## src/include/ctp_params.svh

```systemverilog
/*
 Constants of the cascadable timer and port block: register offsets,
 bit positions, reset values and divider counts.
 Assumes a byte-wide register port with an 8-bit address.
*/
`ifndef CTP_PARAMS_SVH
`define CTP_PARAMS_SVH

// Register offsets
`define CTP_OFS_CTL      8'h4b
`define CTP_OFS_CNTLO    8'h4c
`define CTP_OFS_CNTHI    8'h4d
`define CTP_OFS_DATA     8'h4e
`define CTP_OFS_OE       8'h4f

// Control register fields
`define CTP_CTL_GFALL    0
`define CTP_CTL_LOWRAP   1
`define CTP_CTL_HIWRAP   2
`define CTP_CTL_GATE     3
`define CTP_CTL_SELA     4
`define CTP_CTL_SELB     5
`define CTP_CTL_CLK_LSB  6

// Data register fields
`define CTP_DAT_COMPON   6
`define CTP_DAT_CASCADE  7

// Output enable register field
`define CTP_OE_CLK_LSB   6

// Widths, reset values and counter maximum
`define CTP_NPINS        6
`define CTP_BYTE_RST     8'h00
`define CTP_PINS_RST     6'h00
`define CTP_CNT_MAX      8'hff

// Auxiliary clock divider
`define CTP_ACLK_DIV     16'h0600
`define CTP_DIV_W        16

`endif

```

## src/include/ctp_pkg.sv

```systemverilog
/*
 Types of the cascadable timer and port block.
 Assumes ctp_params.svh for numeric constants.
*/
package ctp_pkg;

    // Clock source select codes
    typedef enum logic [1:0] {
        CTP_CLK_EDGE = 2'h0,
        CTP_CLK_AUX  = 2'h1,
        CTP_CLK_MAIN = 2'h2,
        CTP_CLK_MAN2 = 2'h3
    } ctp_clk_e;

    // Gate select codes, {gate_select_b, gate_select_a}
    typedef enum logic [1:0] {
        CTP_GATE_OFF = 2'h0,
        CTP_GATE_ON  = 2'h1,
        CTP_GATE_PIN = 2'h2,
        CTP_GATE_CMP = 2'h3
    } ctp_gate_e;

    typedef logic [7:0] ctp_byte_t;

endpackage

```

## src/include/ctp_cnt_if.sv

```systemverilog
/*
 Carrier between the block top and one 8-bit counter slice.
 Assumes the slice and the top share one clock.
*/
`timescale 1ns/1ps
interface ctp_cnt_if;
    logic       tick;
    logic       gate;
    logic       wrEn;
    logic [7:0] wrData;
    logic [7:0] count;
    logic       carry;
    logic       wrap;

    modport ctl (output tick, gate, wrEn, wrData, input count, carry, wrap);
    modport cnt (input tick, gate, wrEn, wrData, output count, carry, wrap);
endinterface

```

## src/core/ctp_counter8.sv

```systemverilog
/*
 One 8-bit up-counter slice with carry output and wrap pulse.
 Assumes tick is a one-cycle enable pulse of the selected clock.
*/
`timescale 1ns/1ps
`include "ctp_params.svh"
module ctp_counter8 (
    // Clock and reset
    input  wire logic clk,
    input  wire logic rst_n,
    // Counter carrier
    ctp_cnt_if.cnt    cnt
);
    import ctp_pkg::*;

    logic [7:0] count_r;
    logic [7:0] count_nxt;

    always_comb begin
        count_nxt = count_r;
        if (cnt.wrEn) begin
            count_nxt = cnt.wrData;
        end else if (cnt.tick && cnt.gate) begin
            count_nxt = count_r + 8'h01;
        end
    end

    always_ff @(posedge clk or negedge rst_n) begin
        if (!rst_n) begin
            count_r <= `CTP_BYTE_RST;
        end else begin
            count_r <= count_nxt;
        end
    end

    assign cnt.count = count_r;
    assign cnt.carry = (count_r == `CTP_CNT_MAX);
    // Wrap counts a carry fall by increment only, so a write never counts as a wrap
    assign cnt.wrap  = cnt.carry && cnt.tick && cnt.gate && !cnt.wrEn;

endmodule // ctp_counter8

```

## src/core/ctp_timer_port.sv

```systemverilog
/*
 Cascadable timer and port block: two 8-bit counters or one 16-bit
 counter, gate and clock source selection, wrap and gate-fall flags
 with one interrupt request, six tri-state outputs, comparator enable.
 Assumes a synchronous byte register port, the comparator output and
 the external gate pin on plain inputs, and the interrupt enable bit
 held outside the block.
*/
`timescale 1ns/1ps
`include "ctp_params.svh"
module ctp_timer_port #(
    parameter logic [`CTP_DIV_W-1:0] ACLK_DIV = `CTP_ACLK_DIV
) (
    // Clock and reset
    input  wire logic                   clk,
    input  wire logic                   rst_n,
    // Register port
    input  wire logic [7:0]             regAddr,
    input  wire logic                   regWr,
    input  wire logic                   regRd,
    input  wire ctp_pkg::ctp_byte_t     regWrData,
    output ctp_pkg::ctp_byte_t          regRdData,
    // Comparator and external gate pin
    input  wire logic                   comparatorInput,
    input  wire logic                   externalGatePin,
    output logic                        comparatorOn,
    output logic                        compPinSelected,
    // Output pins
    output logic [`CTP_NPINS-1:0]       pinOut,
    output logic [`CTP_NPINS-1:0]       pinOe_n,
    // Interrupt
    input  wire logic                   portTimerIrqEnable,
    output logic                        irqReq
);
    import ctp_pkg::*;

    //------------------------------------------------------------
    // Functions
    //------------------------------------------------------------
    // Clock source pick; the edge source differs per counter
    function automatic logic clockPick(input logic [1:0] sel,
                                       input logic       edgeTick,
                                       input logic       auxTick);
        unique case (ctp_clk_e'(sel))
            CTP_CLK_EDGE: clockPick = edgeTick;
            CTP_CLK_AUX:  clockPick = auxTick;
            CTP_CLK_MAIN,
            CTP_CLK_MAN2: clockPick = 1'b1;
        endcase
    endfunction

    function automatic logic regHit(input logic [7:0] addr,
                                    input logic [7:0] ofs);
        regHit = (addr == ofs);
    endfunction

    //------------------------------------------------------------
    // Register state
    //------------------------------------------------------------
    logic       gateFall_r, gateFall_nxt;
    logic       lowWrap_r,  lowWrap_nxt;
    logic       highWrap_r, highWrap_nxt;
    logic [1:0] gateSel_r,  gateSel_nxt;
    logic [1:0] lowClk_r,   lowClk_nxt;
    logic [7:0] data_r,     data_nxt;
    logic [7:0] oe_r,       oe_nxt;
    logic       compLatch_r, compLatch_nxt;
    ctp_byte_t  rdData_r,   rdData_nxt;

    logic wrCtl;
    logic wrLo;
    logic wrHi;
    logic wrData;
    logic wrOe;

    assign wrCtl  = regWr && regHit(regAddr, `CTP_OFS_CTL);
    assign wrLo   = regWr && regHit(regAddr, `CTP_OFS_CNTLO);
    assign wrHi   = regWr && regHit(regAddr, `CTP_OFS_CNTHI);
    assign wrData = regWr && regHit(regAddr, `CTP_OFS_DATA);
    assign wrOe   = regWr && regHit(regAddr, `CTP_OFS_OE);

    //------------------------------------------------------------
    // Input synchronisers and edge detect
    //------------------------------------------------------------
    logic [1:0] cmpSync_r, cmpSync_nxt;
    logic [1:0] pinSync_r, pinSync_nxt;
    logic       cmpLast_r, cmpLast_nxt;
    logic       pinLast_r, pinLast_nxt;
    logic       cmpLvl;
    logic       pinLvl;
    logic       cmpRise;
    logic       pinRise;

    always_comb begin
        cmpSync_nxt = {cmpSync_r[0], comparatorInput};
        pinSync_nxt = {pinSync_r[0], externalGatePin};
        cmpLast_nxt = cmpSync_r[1];
        pinLast_nxt = pinSync_r[1];
    end

    always_ff @(posedge clk or negedge rst_n) begin
        if (!rst_n) begin
            cmpSync_r <= 2'h0;
            pinSync_r <= 2'h0;
            cmpLast_r <= 1'b0;
            pinLast_r <= 1'b0;
        end else begin
            cmpSync_r <= cmpSync_nxt;
            pinSync_r <= pinSync_nxt;
            cmpLast_r <= cmpLast_nxt;
            pinLast_r <= pinLast_nxt;
        end
    end

    assign cmpLvl  = cmpSync_r[1];
    assign pinLvl  = pinSync_r[1];
    assign cmpRise = cmpLvl && !cmpLast_r;
    assign pinRise = pinLvl && !pinLast_r;

    //------------------------------------------------------------
    // Auxiliary clock divider
    //------------------------------------------------------------
    logic [`CTP_DIV_W-1:0] div_r, div_nxt;
    logic                  auxTick;

    assign auxTick = (div_r == ACLK_DIV - 1'b1);

    always_comb begin
        div_nxt = auxTick ? '0 : div_r + 1'b1;
    end

    always_ff @(posedge clk or negedge rst_n) begin
        if (!rst_n) begin
            div_r <= '0;
        end else begin
            div_r <= div_nxt;
        end
    end

    //------------------------------------------------------------
    // Gate, clock selection and counters
    //------------------------------------------------------------
    logic      gate;
    logic      gateLast_r, gateLast_nxt;
    logic      gateSelLast_r, gateSelLast_nxt;
    logic      cascade;
    logic      lowTick;
    ctp_cnt_if loIf();
    ctp_cnt_if hiIf();

    assign cascade = data_r[`CTP_DAT_CASCADE];

    always_comb begin
        unique case (ctp_gate_e'(gateSel_r))
            CTP_GATE_OFF: gate = 1'b0;
            CTP_GATE_ON:  gate = 1'b1;
            CTP_GATE_PIN: gate = pinLvl;
            CTP_GATE_CMP: gate = cmpLvl;
        endcase
    end

    assign lowTick = clockPick(lowClk_r, cmpRise, auxTick);

    assign loIf.tick   = lowTick;
    assign loIf.gate   = gate;
    assign loIf.wrEn   = wrLo;
    assign loIf.wrData = regWrData;

    // Cascade shares the low clock and gates on the low carry
    assign hiIf.tick   = cascade ? lowTick
                       : clockPick(oe_r[`CTP_OE_CLK_LSB +: 2],
                                   pinRise, auxTick);
    assign hiIf.gate   = cascade ? (gate && loIf.carry) : 1'b1;
    assign hiIf.wrEn   = wrHi;
    assign hiIf.wrData = regWrData;

    ctp_counter8 u_low (
        .clk   (clk),
        .rst_n (rst_n),
        .cnt   (loIf.cnt)
    );

    ctp_counter8 u_high (
        .clk   (clk),
        .rst_n (rst_n),
        .cnt   (hiIf.cnt)
    );

    //------------------------------------------------------------
    // Flags and register updates
    //------------------------------------------------------------
    logic gateFallEvt;
    logic lowWrapEvt;
    logic highWrapEvt;

    // Fall not caused by a select change counts as an external event
    assign gateFallEvt = gateLast_r && !gate && !gateSelLast_r;
    // Wrap uses the gate of its own cycle, so a stop write in that cycle keeps it
    assign lowWrapEvt  = !cascade && loIf.wrap;
    assign highWrapEvt = hiIf.wrap;

    always_comb begin
        gateLast_nxt    = gate;
        gateSelLast_nxt = wrCtl
                        && (regWrData[`CTP_CTL_SELA +: 2] != gateSel_r);
        gateFall_nxt = gateFall_r | gateFallEvt;
        lowWrap_nxt  = lowWrap_r  | lowWrapEvt;
        highWrap_nxt = highWrap_r | highWrapEvt;
        gateSel_nxt  = gateSel_r;
        lowClk_nxt   = lowClk_r;
        data_nxt     = data_r;
        oe_nxt       = oe_r;
        if (wrCtl) begin
            gateFall_nxt = regWrData[`CTP_CTL_GFALL]  | gateFallEvt;
            lowWrap_nxt  = regWrData[`CTP_CTL_LOWRAP] | lowWrapEvt;
            highWrap_nxt = regWrData[`CTP_CTL_HIWRAP] | highWrapEvt;
            gateSel_nxt  = regWrData[`CTP_CTL_SELA +: 2];
            lowClk_nxt   = regWrData[`CTP_CTL_CLK_LSB +: 2];
        end
        if (wrData) begin
            data_nxt = regWrData;
        end
        if (wrOe) begin
            oe_nxt = regWrData;
        end
        compLatch_nxt = compLatch_r | data_r[`CTP_DAT_COMPON];
    end

    always_ff @(posedge clk or negedge rst_n) begin
        if (!rst_n) begin
            gateLast_r    <= 1'b0;
            gateSelLast_r <= 1'b0;
            gateFall_r    <= 1'b0;
            lowWrap_r     <= 1'b0;
            highWrap_r    <= 1'b0;
            gateSel_r     <= 2'h0;
            lowClk_r      <= 2'h0;
            data_r        <= `CTP_BYTE_RST;
            oe_r          <= `CTP_BYTE_RST;
            compLatch_r   <= 1'b0;
        end else begin
            gateLast_r    <= gateLast_nxt;
            gateSelLast_r <= gateSelLast_nxt;
            gateFall_r    <= gateFall_nxt;
            lowWrap_r     <= lowWrap_nxt;
            highWrap_r    <= highWrap_nxt;
            gateSel_r     <= gateSel_nxt;
            lowClk_r      <= lowClk_nxt;
            data_r        <= data_nxt;
            oe_r          <= oe_nxt;
            compLatch_r   <= compLatch_nxt;
        end
    end

    //------------------------------------------------------------
    // Read data
    //------------------------------------------------------------
    always_comb begin
        rdData_nxt = rdData_r;
        if (regRd) begin
            rdData_nxt = `CTP_BYTE_RST;
            if (regHit(regAddr, `CTP_OFS_CTL)) begin
                rdData_nxt = {lowClk_r, gateSel_r, gate,
                              highWrap_r, lowWrap_r, gateFall_r};
            end else if (regHit(regAddr, `CTP_OFS_CNTLO)) begin
                rdData_nxt = loIf.count;
            end else if (regHit(regAddr, `CTP_OFS_CNTHI)) begin
                rdData_nxt = hiIf.count;
            end else if (regHit(regAddr, `CTP_OFS_DATA)) begin
                rdData_nxt = data_r;
            end else if (regHit(regAddr, `CTP_OFS_OE)) begin
                rdData_nxt = oe_r;
            end
        end
    end

    always_ff @(posedge clk or negedge rst_n) begin
        if (!rst_n) begin
            rdData_r <= `CTP_BYTE_RST;
        end else begin
            rdData_r <= rdData_nxt;
        end
    end

    //------------------------------------------------------------
    // Outputs
    //------------------------------------------------------------
    assign regRdData       = rdData_r;
    assign comparatorOn    = data_r[`CTP_DAT_COMPON];
    assign compPinSelected = compLatch_r;
    assign pinOut          = data_r[`CTP_NPINS-1:0];
    assign pinOe_n         = ~oe_r[`CTP_NPINS-1:0];
    // Software-set low flag requests in either mode
    assign irqReq = portTimerIrqEnable
                  && (gateFall_r || lowWrap_r || highWrap_r);

endmodule // ctp_timer_port

```

## config.mk

```make
export PLATFORM = sky130hd
export DESIGN_NAME = ctp_timer_port
export DESIGN_NICKNAME = d
export VERILOG_FILES = /design/src/include/ctp_pkg.sv /design/src/include/ctp_cnt_if.sv /design/src/core/ctp_counter8.sv /design/src/core/ctp_timer_port.sv
export VERILOG_INCLUDE_DIRS = /design/src /design/src/include
export SDC_FILE = /design/constraint.sdc
export NUM_CORES = 1
export LEC_CHECK = 0
export BUFFER_PORTS_ARGS = -buffer_cell sky130_fd_sc_hd__buf_2
export CAP_MARGIN = 20
export CORE_UTILIZATION = 65
export CTS_BUF_LIST = sky130_fd_sc_hd__clkbuf_4
export DETAILED_ROUTE_END_ITERATION = 10
export MAX_ROUTING_LAYER = met4
export PLACE_DENSITY = 0.95
export RECOVER_POWER = 100
export REMOVE_ABC_BUFFERS = 1
export SYNTH_ARGS = -nofsm -noshare
export SYNTH_HDL_FRONTEND = slang
export SYNTH_HIERARCHICAL = 1
export SYNTH_SLANG_ARGS = --single-unit
```

## constraint.sdc

```tcl
create_clock -name clk -period 5.8 [get_ports clk]
set_input_delay 1.74 -clock clk [delete_from_list [all_inputs] [get_ports clk]]
set_output_delay 1.74 -clock clk [all_outputs]
set_load 0.1 [all_outputs]
```

==> results of run 1 <==
-- report_power, final --
part           internal, mW  switching [mW]
registers             0.567           0.100
logic                 0.107           0.195
clock network         0.178           0.177
-- through the flow --
stage,total power [mW],area [um^2],hold slack [ns]
2_1_floorplan,0.864,3550,0.331
3_3_place_gp,0.941,3890,0.332
3_5_place_dp,0.969,3890,0.341
4_1_cts,1.32,4050,0.367
5_1_grt,1.38,3960,0.374
6_report,1.32,3960,0.363
-- metal layers --
metal | global-route usage | up-vias | part of all wire
met3 | 0.0560 | 27 | 0.090
met5 | - | - | 0
li1 | - | 1300 | -
met1 | 0.434 | 1438 | 0.41
met4 | 0.158 | 0 | 0.028
met2 | 0.479 | 196 | 0.47
-- worst paths after layout --
kind	start	end	slack, ns
max reg2reg	div_r[0]$_DFF_PN0_	u_high/cnt.count[6]$_DFFE_PN0P_	3.07
max in group asynchronous	rst_n	pinSync_r[1]$_DFF_PN0_	2.52
min	pinSync_r[0]$_DFF_PN0_	pinSync_r[1]$_DFF_PN0_	0.36
min in group asynchronous	rst_n	div_r[4]$_DFF_PN0_	1.92
min reg2reg	pinSync_r[0]$_DFF_PN0_	pinSync_r[1]$_DFF_PN0_	0.36
max	portTimerIrqEnable	irqReq	1.27
-- sequential cells by signal, summed over array words and instances (netlist names), 2 cells and up --
register and flops:
cmpSync_r 2, data_r 8, div_r 16, gateSel_r 2
lowClk_r 2, oe_r 8, pinSync_r 2, regRdData 8
u_high/cnt.count 8, u_low/cnt.count 8
-- cell type report --
type,count,area share
clock inverters,6,0.0212
inverters,15,0.0142
well taps,70,0.0221
clock buffers,10,0.0189
multi-input cells,227,0.416
repair buffers,48,0.0527
flip-flops and latches,72,0.455
-- critical path, stage by stage --
cell and delay [ns]:
buf_2 0.08, o31a_1 0.11, clkbuf_1 0.86
==> results.cfg, run 1 <==
[global_route]
grt_pass1_wl_um = 14000
grt_use_total = 0.323
grt_pass1_vias = 2775
overflow = 0
grt_max_degree = 41
grt_antenna_before_repair = 0

[floorplan]
core_mm2 = 0.00524
die-area_mm2 = 0.00590
die_h_um = 76.8
dieWidth_um = 76.8
io-pin-count = 46
start_util = 0.695
rows = 26

[routing]
drt_iter0_drc = 398
wire_per_inst_um = 19.0
viasPerCell = 6.61
antenna_left = 0
route.detailed.drc = 0
wl_um = 8510
dr.pass1.iters = 5
via_count = 2961

[sta]
min_period_ns = 4.53
maxSlewHeadroom = -0.417
final-hold-violation-count = 0
fmax_mhz = 221
clock_skew_ns = 0.0131
final_max_slew_viol_count = 41
tns_ns = 0
rsz0062_at_grt = no
setup_viol = 0
period_share = 0.781
tightest_slew_ns = 2.13
setup_slack_ns = 1.27

[final_layout]
seq_area_mm2 = 0.00180
final_util = 0.757
drive_gt1_frac = 0.193
layoutNonFillerInstCount = 448
antenna_cells = 0
fillers = 348
finalNetCount = 399
layout-area-overhead-vs-synth_pct = 8.91
layout_commonest_cell = dfrtp_1
multiInputGateArea_mm2 = 0.00165
layout_common_cells = dfrtp_1 (72), clkbuf_1 (27), mux2_2 (26)

[worst_setup_path]
critPathMaxFanout = 1
crit_arrival_ns = 2.79
path_class = in2out
end_kind = output port
reg2reg_depth = 8
start_kind = input pin
critical_path_required_ns = 4.06

[power]
p_leak_nw = 1.76
power.density_mw_per_mm2 = 334
ir_drop_mv = 0.249

[synth]
netlist_area_mm2 = 0.00364
synth_cells = 329
syn_area_per_cell_um2 = 11.1
yosysWarnings = 6

[cts]
numCtsBuffers = 9
cts_sinks = 72
cts_root_buffer = clkbuf_4
clock_path_buffers = 2
cts_setup_buffers = 0
holdBufCountCts = 0
cts_resized = 0
htree_levels = 3
clkTransAtPathRegs_ns = 0.10
tritoncts = yes
clk_latency_ns = 0.42

[place]
dp_slack_ns = 1.71
port_buffers = 45
dpl.cell_count = 432
gp_congestion = 0.979
dp_hpwl_um = 5960

[hold_path]
min-delay-path-class = reg2reg
min_delay_path_depth = 0

[outcome]
status = complete, but fails checks
violations = capacitance limit, slew limit

[job]
cap_violations = 1
Note: power is estimated with default switching activity, not from simulation.
==> run 2: changes to the inputs <==
--- a/config.mk
+++ b/config.mk
@@ -8,11 +8,11 @@
 export LEC_CHECK = 0
 export BUFFER_PORTS_ARGS = -buffer_cell sky130_fd_sc_hd__buf_2
 export CAP_MARGIN = 20
-export CORE_UTILIZATION = 65
+export CORE_UTILIZATION = 54
 export CTS_BUF_LIST = sky130_fd_sc_hd__clkbuf_4
 export DETAILED_ROUTE_END_ITERATION = 10
 export MAX_ROUTING_LAYER = met4
-export PLACE_DENSITY = 0.95
+export PLACE_DENSITY = 0.85
 export RECOVER_POWER = 100
 export REMOVE_ABC_BUFFERS = 1
 export SYNTH_ARGS = -nofsm -noshare
==> constraint.sdc (replaced) <==
create_clock -name clk -period 4.1 [get_ports clk]
set_input_delay 1.23 -clock clk [delete_from_list [all_inputs] [get_ports clk]]
set_output_delay 1.23 -clock clk [all_outputs]
set_load 0.1 [all_outputs]
==> results.cfg, run 2 (synthesized netlist as in run 1, its figures left out) <==
[worst_setup_path]
r2r-start = div_r[0]$_DFF_PN0_
start_kind = input pin
startpoint = portTimerIrqEnable
critical_path_required_ns = 2.87
critPathMaxFanout = 1
crit_arrival_ns = 2.30
end_kind = output port
path_class = in2out

[power]
ir_drop_mv = 0.223
power.total_mw = 1.73
p_leak_nw = 1.72
power.density_mw_per_mm2 = 441

[routing]
wl_um = 8050
via_count = 2858
dr.pass1.iters = 10
wire_per_inst_um = 17.6
viasPerCell = 6.27
drt_iter0_drc = 367
route.detailed.drc = 12
antenna_left = 0

[job]
cap_violations = 1

[cts]
cts_resized = 0
holdBufCountCts = 0
clock_path_buffers = 2
htree_levels = 3
cts_setup_buffers = 0
clkTransAtPathRegs_ns = 0.12
cts_root_buffer = clkbuf_4
cts_sinks = 72
tritoncts = yes
clk_latency_ns = 0.43
numCtsBuffers = 9

[sta]
setup_viol = 0
period_share = 0.861
fin_hold_ws_ns = 0.374
rsz0062_at_grt = no
maxSlewHeadroom = -0.0330
min_period_ns = 3.53
tns_ns = 0
fmax_mhz = 283
final_max_slew_viol_count = 32
tightest_slew_ns = 1.55
final-hold-violation-count = 0
setup_slack_ns = 0.570
clock_skew_ns = 0.0179

[global_route]
grt_pass1_vias = 2622
grt_max_degree = 32
grt_antenna_before_repair = 0
grt.met3_usage = 0.0465
overflow = 0
grt.busiest_layer = met2
grt_pass1_wl_um = 13100
use_met2 = 0.365
grt_use_total = 0.250
met1_usage = 0.344

[outcome]
violations = DRC, capacitance limit, slew limit
status = complete, but fails checks

[place]
place_area_mm2 = 0.00391
gp_congestion = 0.887
port_buffers = 45
dp_slack_ns = 0.992
dpl.cell_count = 440
dp_hpwl_um = 5740

[final_layout]
finalNetCount = 400
fin_area_mm2 = 0.00392
drive_gt1_frac = 0.182
antenna_cells = 0
layoutNonFillerInstCount = 456
final_util = 0.610
layout_commonest_cell = dfrtp_1
fillers = 534
largest_reg_flops = 16
layout-area-overhead-vs-synth_pct = 7.67
largest-register = div_r
layout_common_cells = dfrtp_1 (72), clkbuf_1 (28), mux2_2 (26)

[floorplan]
rows = 29
core_mm2 = 0.00642
dieWidth_um = 84.1
die_h_um = 84.1
start_util = 0.567
io-pin-count = 46
die-area_mm2 = 0.00707

[hold_path]
holdCritStartpoint = cmpSync_r[0]$_DFF_PN0_
min-delay-path-class = reg2reg
## run 2: cell types whose count changed in the layout (fill, tap and decap cells not counted), sizes merged
cell,change
clkinvlp,+3
bufinv,-2
## run 2: where the power goes
group	switching [mW]	total (mW)	internal, mW	leakage (nW)
combinational	0.269	0.419	0.151	0.770
clock	0.255	0.372	0.117	0.0505
sequential	0.137	0.938	0.801	0.904
## run 2: layer usage
layer,vias up,share of wire
li1,1289,-
met1,1405,0.44
met2,150,0.45
met3,14,0.083
met4,0,0.019
met5,-,0
## run 2: cell type report
cell class	instances	area (um^2)	area share
Clock buffer	9	67.6	0.0172
Clock inverter	7	38.8	0.00990
Inverter	15	56.3	0.0144
Multi-Input combinational cell	227	1650	0.420
Sequential cell	72	1800	0.460
Tap cell	77	96.3	0.0246
Timing Repair Buffer	49	210	0.0537
## run 2: critical path, cell delays in order
cell      delay (ns)
buf_2           0.08
o31a_1          0.13
clkbuf_1        0.86
## run 2: path summary, 6_finish.rpt
check,endpoint,slack (ns),cells past startpoint
max in group asynchronous,u_high/cnt.count[5]$_DFFE_PN0P_,1.21,2
min reg2reg,cmpSync_r[1]$_DFF_PN0_,0.37,0
max,irqReq,0.57,3
min,cmpSync_r[1]$_DFF_PN0_,0.37,0
min in group asynchronous,div_r[5]$_DFF_PN0_,1.16,1
max reg2reg,u_high/cnt.count[6]$_DFFE_PN0P_,1.32,8
==> run 3: changes to the inputs <==
--- a/config.mk
+++ b/config.mk
@@ -8,11 +8,11 @@
 export LEC_CHECK = 0
 export BUFFER_PORTS_ARGS = -buffer_cell sky130_fd_sc_hd__buf_2
 export CAP_MARGIN = 20
-export CORE_UTILIZATION = 54
+export CORE_UTILIZATION = 46
 export CTS_BUF_LIST = sky130_fd_sc_hd__clkbuf_4
 export DETAILED_ROUTE_END_ITERATION = 10
 export MAX_ROUTING_LAYER = met4
-export PLACE_DENSITY = 0.85
+export PLACE_DENSITY = 0.75
 export RECOVER_POWER = 100
 export REMOVE_ABC_BUFFERS = 1
 export SYNTH_ARGS = -nofsm -noshare
==> results.cfg, run 3 (synthesized netlist as in run 1, its figures left out) <==
[floorplan]
dieWidth_um = 90.9
die_h_um = 90.9
core_mm2 = 0.00769
io-pin-count = 46
start_util = 0.473
die-area_mm2 = 0.00827
rows = 32

[worst_setup_path]
critical_path_required_ns = 2.87
r2r-start = div_r[0]$_DFF_PN0_
end_kind = output port
reg2reg_depth = 8
path_class = in2out
timing.critical_path.to = irqReq
startpoint = portTimerIrqEnable
start_kind = input pin
rr_endpoint = u_high/cnt.count[6]$_DFFE_PN0P_
critPathMaxFanout = 1
rrSetupSlack_ns = 1.36
crit_arrival_ns = 2.28

[final_layout]
layout_common_cells = dfrtp_1 (72), clkbuf_1 (29), mux2_2 (26)
final_util = 0.516
largest_reg_flops = 16
drive_gt1_frac = 0.192
multiInputGateArea_mm2 = 0.00165
fillers = 693
layout-area-overhead-vs-synth_pct = 9.04
layout_commonest_cell = dfrtp_1
finalNetCount = 401
largest-register = div_r
layoutNonFillerInstCount = 482
fin_area_mm2 = 0.00397
seq_area_mm2 = 0.00180
antenna_cells = 0

[global_route]
grt_pass1_vias = 2679
grt_max_degree = 47
grt_use_total = 0.216
grt_pass1_wl_um = 13400
grt_antenna_before_repair = 0
overflow = 0

[cts]
clkTransAtPathRegs_ns = 0.12
tritoncts = yes
htree_levels = 3
clock_path_buffers = 2
cts_resized = 0
holdBufCountCts = 0
cts_setup_buffers = 0
cts_root_buffer = clkbuf_4
numCtsBuffers = 9
clk_latency_ns = 0.42
cts_sinks = 72

[sta]
min_period_ns = 3.51
fin_hold_ws_ns = 0.363
maxSlewHeadroom = -0.437
period_share = 0.856
rsz0062_at_grt = no
tightest_slew_ns = 2.15
clock_skew_ns = 0.0155
setup_viol = 0
final_max_slew_viol_count = 41
fmax_mhz = 285
setup_slack_ns = 0.590
final-hold-violation-count = 0
tns_ns = 0

[hold_path]
holdCritStartpoint = cmpSync_r[0]$_DFF_PN0_
min-delay-path-class = reg2reg

[outcome]
violations = capacitance limit, slew limit
status = complete, but fails checks

[power]
p_leak_nw = 1.73
power.total_mw = 1.74
power.density_mw_per_mm2 = 437
ir_drop_mv = 0.196

[place]
dp_slack_ns = 0.713
dpl.cell_count = 465
place_area_mm2 = 0.00394
gp_congestion = 0.922
port_buffers = 45
dp_hpwl_um = 5680

[routing]
antenna_left = 0
wire_per_inst_um = 16.6
dr.pass1.iters = 5
route.detailed.drc = 0
viasPerCell = 5.80
via_count = 2796
drt_iter0_drc = 201
wl_um = 8000

[job]
cap_violations = 1
## run 3: worst min-delay path by stage
stage | end | slack [ns] | cells past startpoint
2_1_floorplan | cmpSync_r[1]$_DFF_PN0_ | 0.33 | 0
3_3_place_gp | cmpSync_r[1]$_DFF_PN0_ | 0.33 | 0
3_5_place_dp | cmpSync_r[1]$_DFF_PN0_ | 0.34 | 0
4_1_cts | cmpSync_r[1]$_DFF_PN0_ | 0.36 | 0
5_1_grt | cmpSync_r[1]$_DFF_PN0_ | 0.37 | 0
6_report | cmpSync_r[1]$_DFF_PN0_ | 0.36 | 0
## run 3: where the power goes
part | internal (mW) | switching [mW] | total, mW
registers | 0.801 | 0.139 | 0.940
logic | 0.150 | 0.260 | 0.411
clock network | 0.122 | 0.262 | 0.385
## run 3: cell type report
type,instances,area share
repair buffers,50,0.0546
well taps,102,0.0322
inverters,15,0.0142
flip-flops and latches,72,0.454
clock buffers,9,0.0170
clock inverters,7,0.0123
multi-input cells,227,0.416
## run 3: metal layers
layer | up-vias | share of wire | global-route usage
li1 | 1296 | - | -
met1 | 1369 | 0.46 | 0.302
met2 | 115 | 0.45 | 0.307
met3 | 16 | 0.070 | 0.0427
met4 | 0 | 0.021 | 0.0939
met5 | - | 0 | -
## run 3: critical path: stages
cell      delay [ns]
buf_2           0.08
o31a_1          0.12
clkbuf_1        0.85
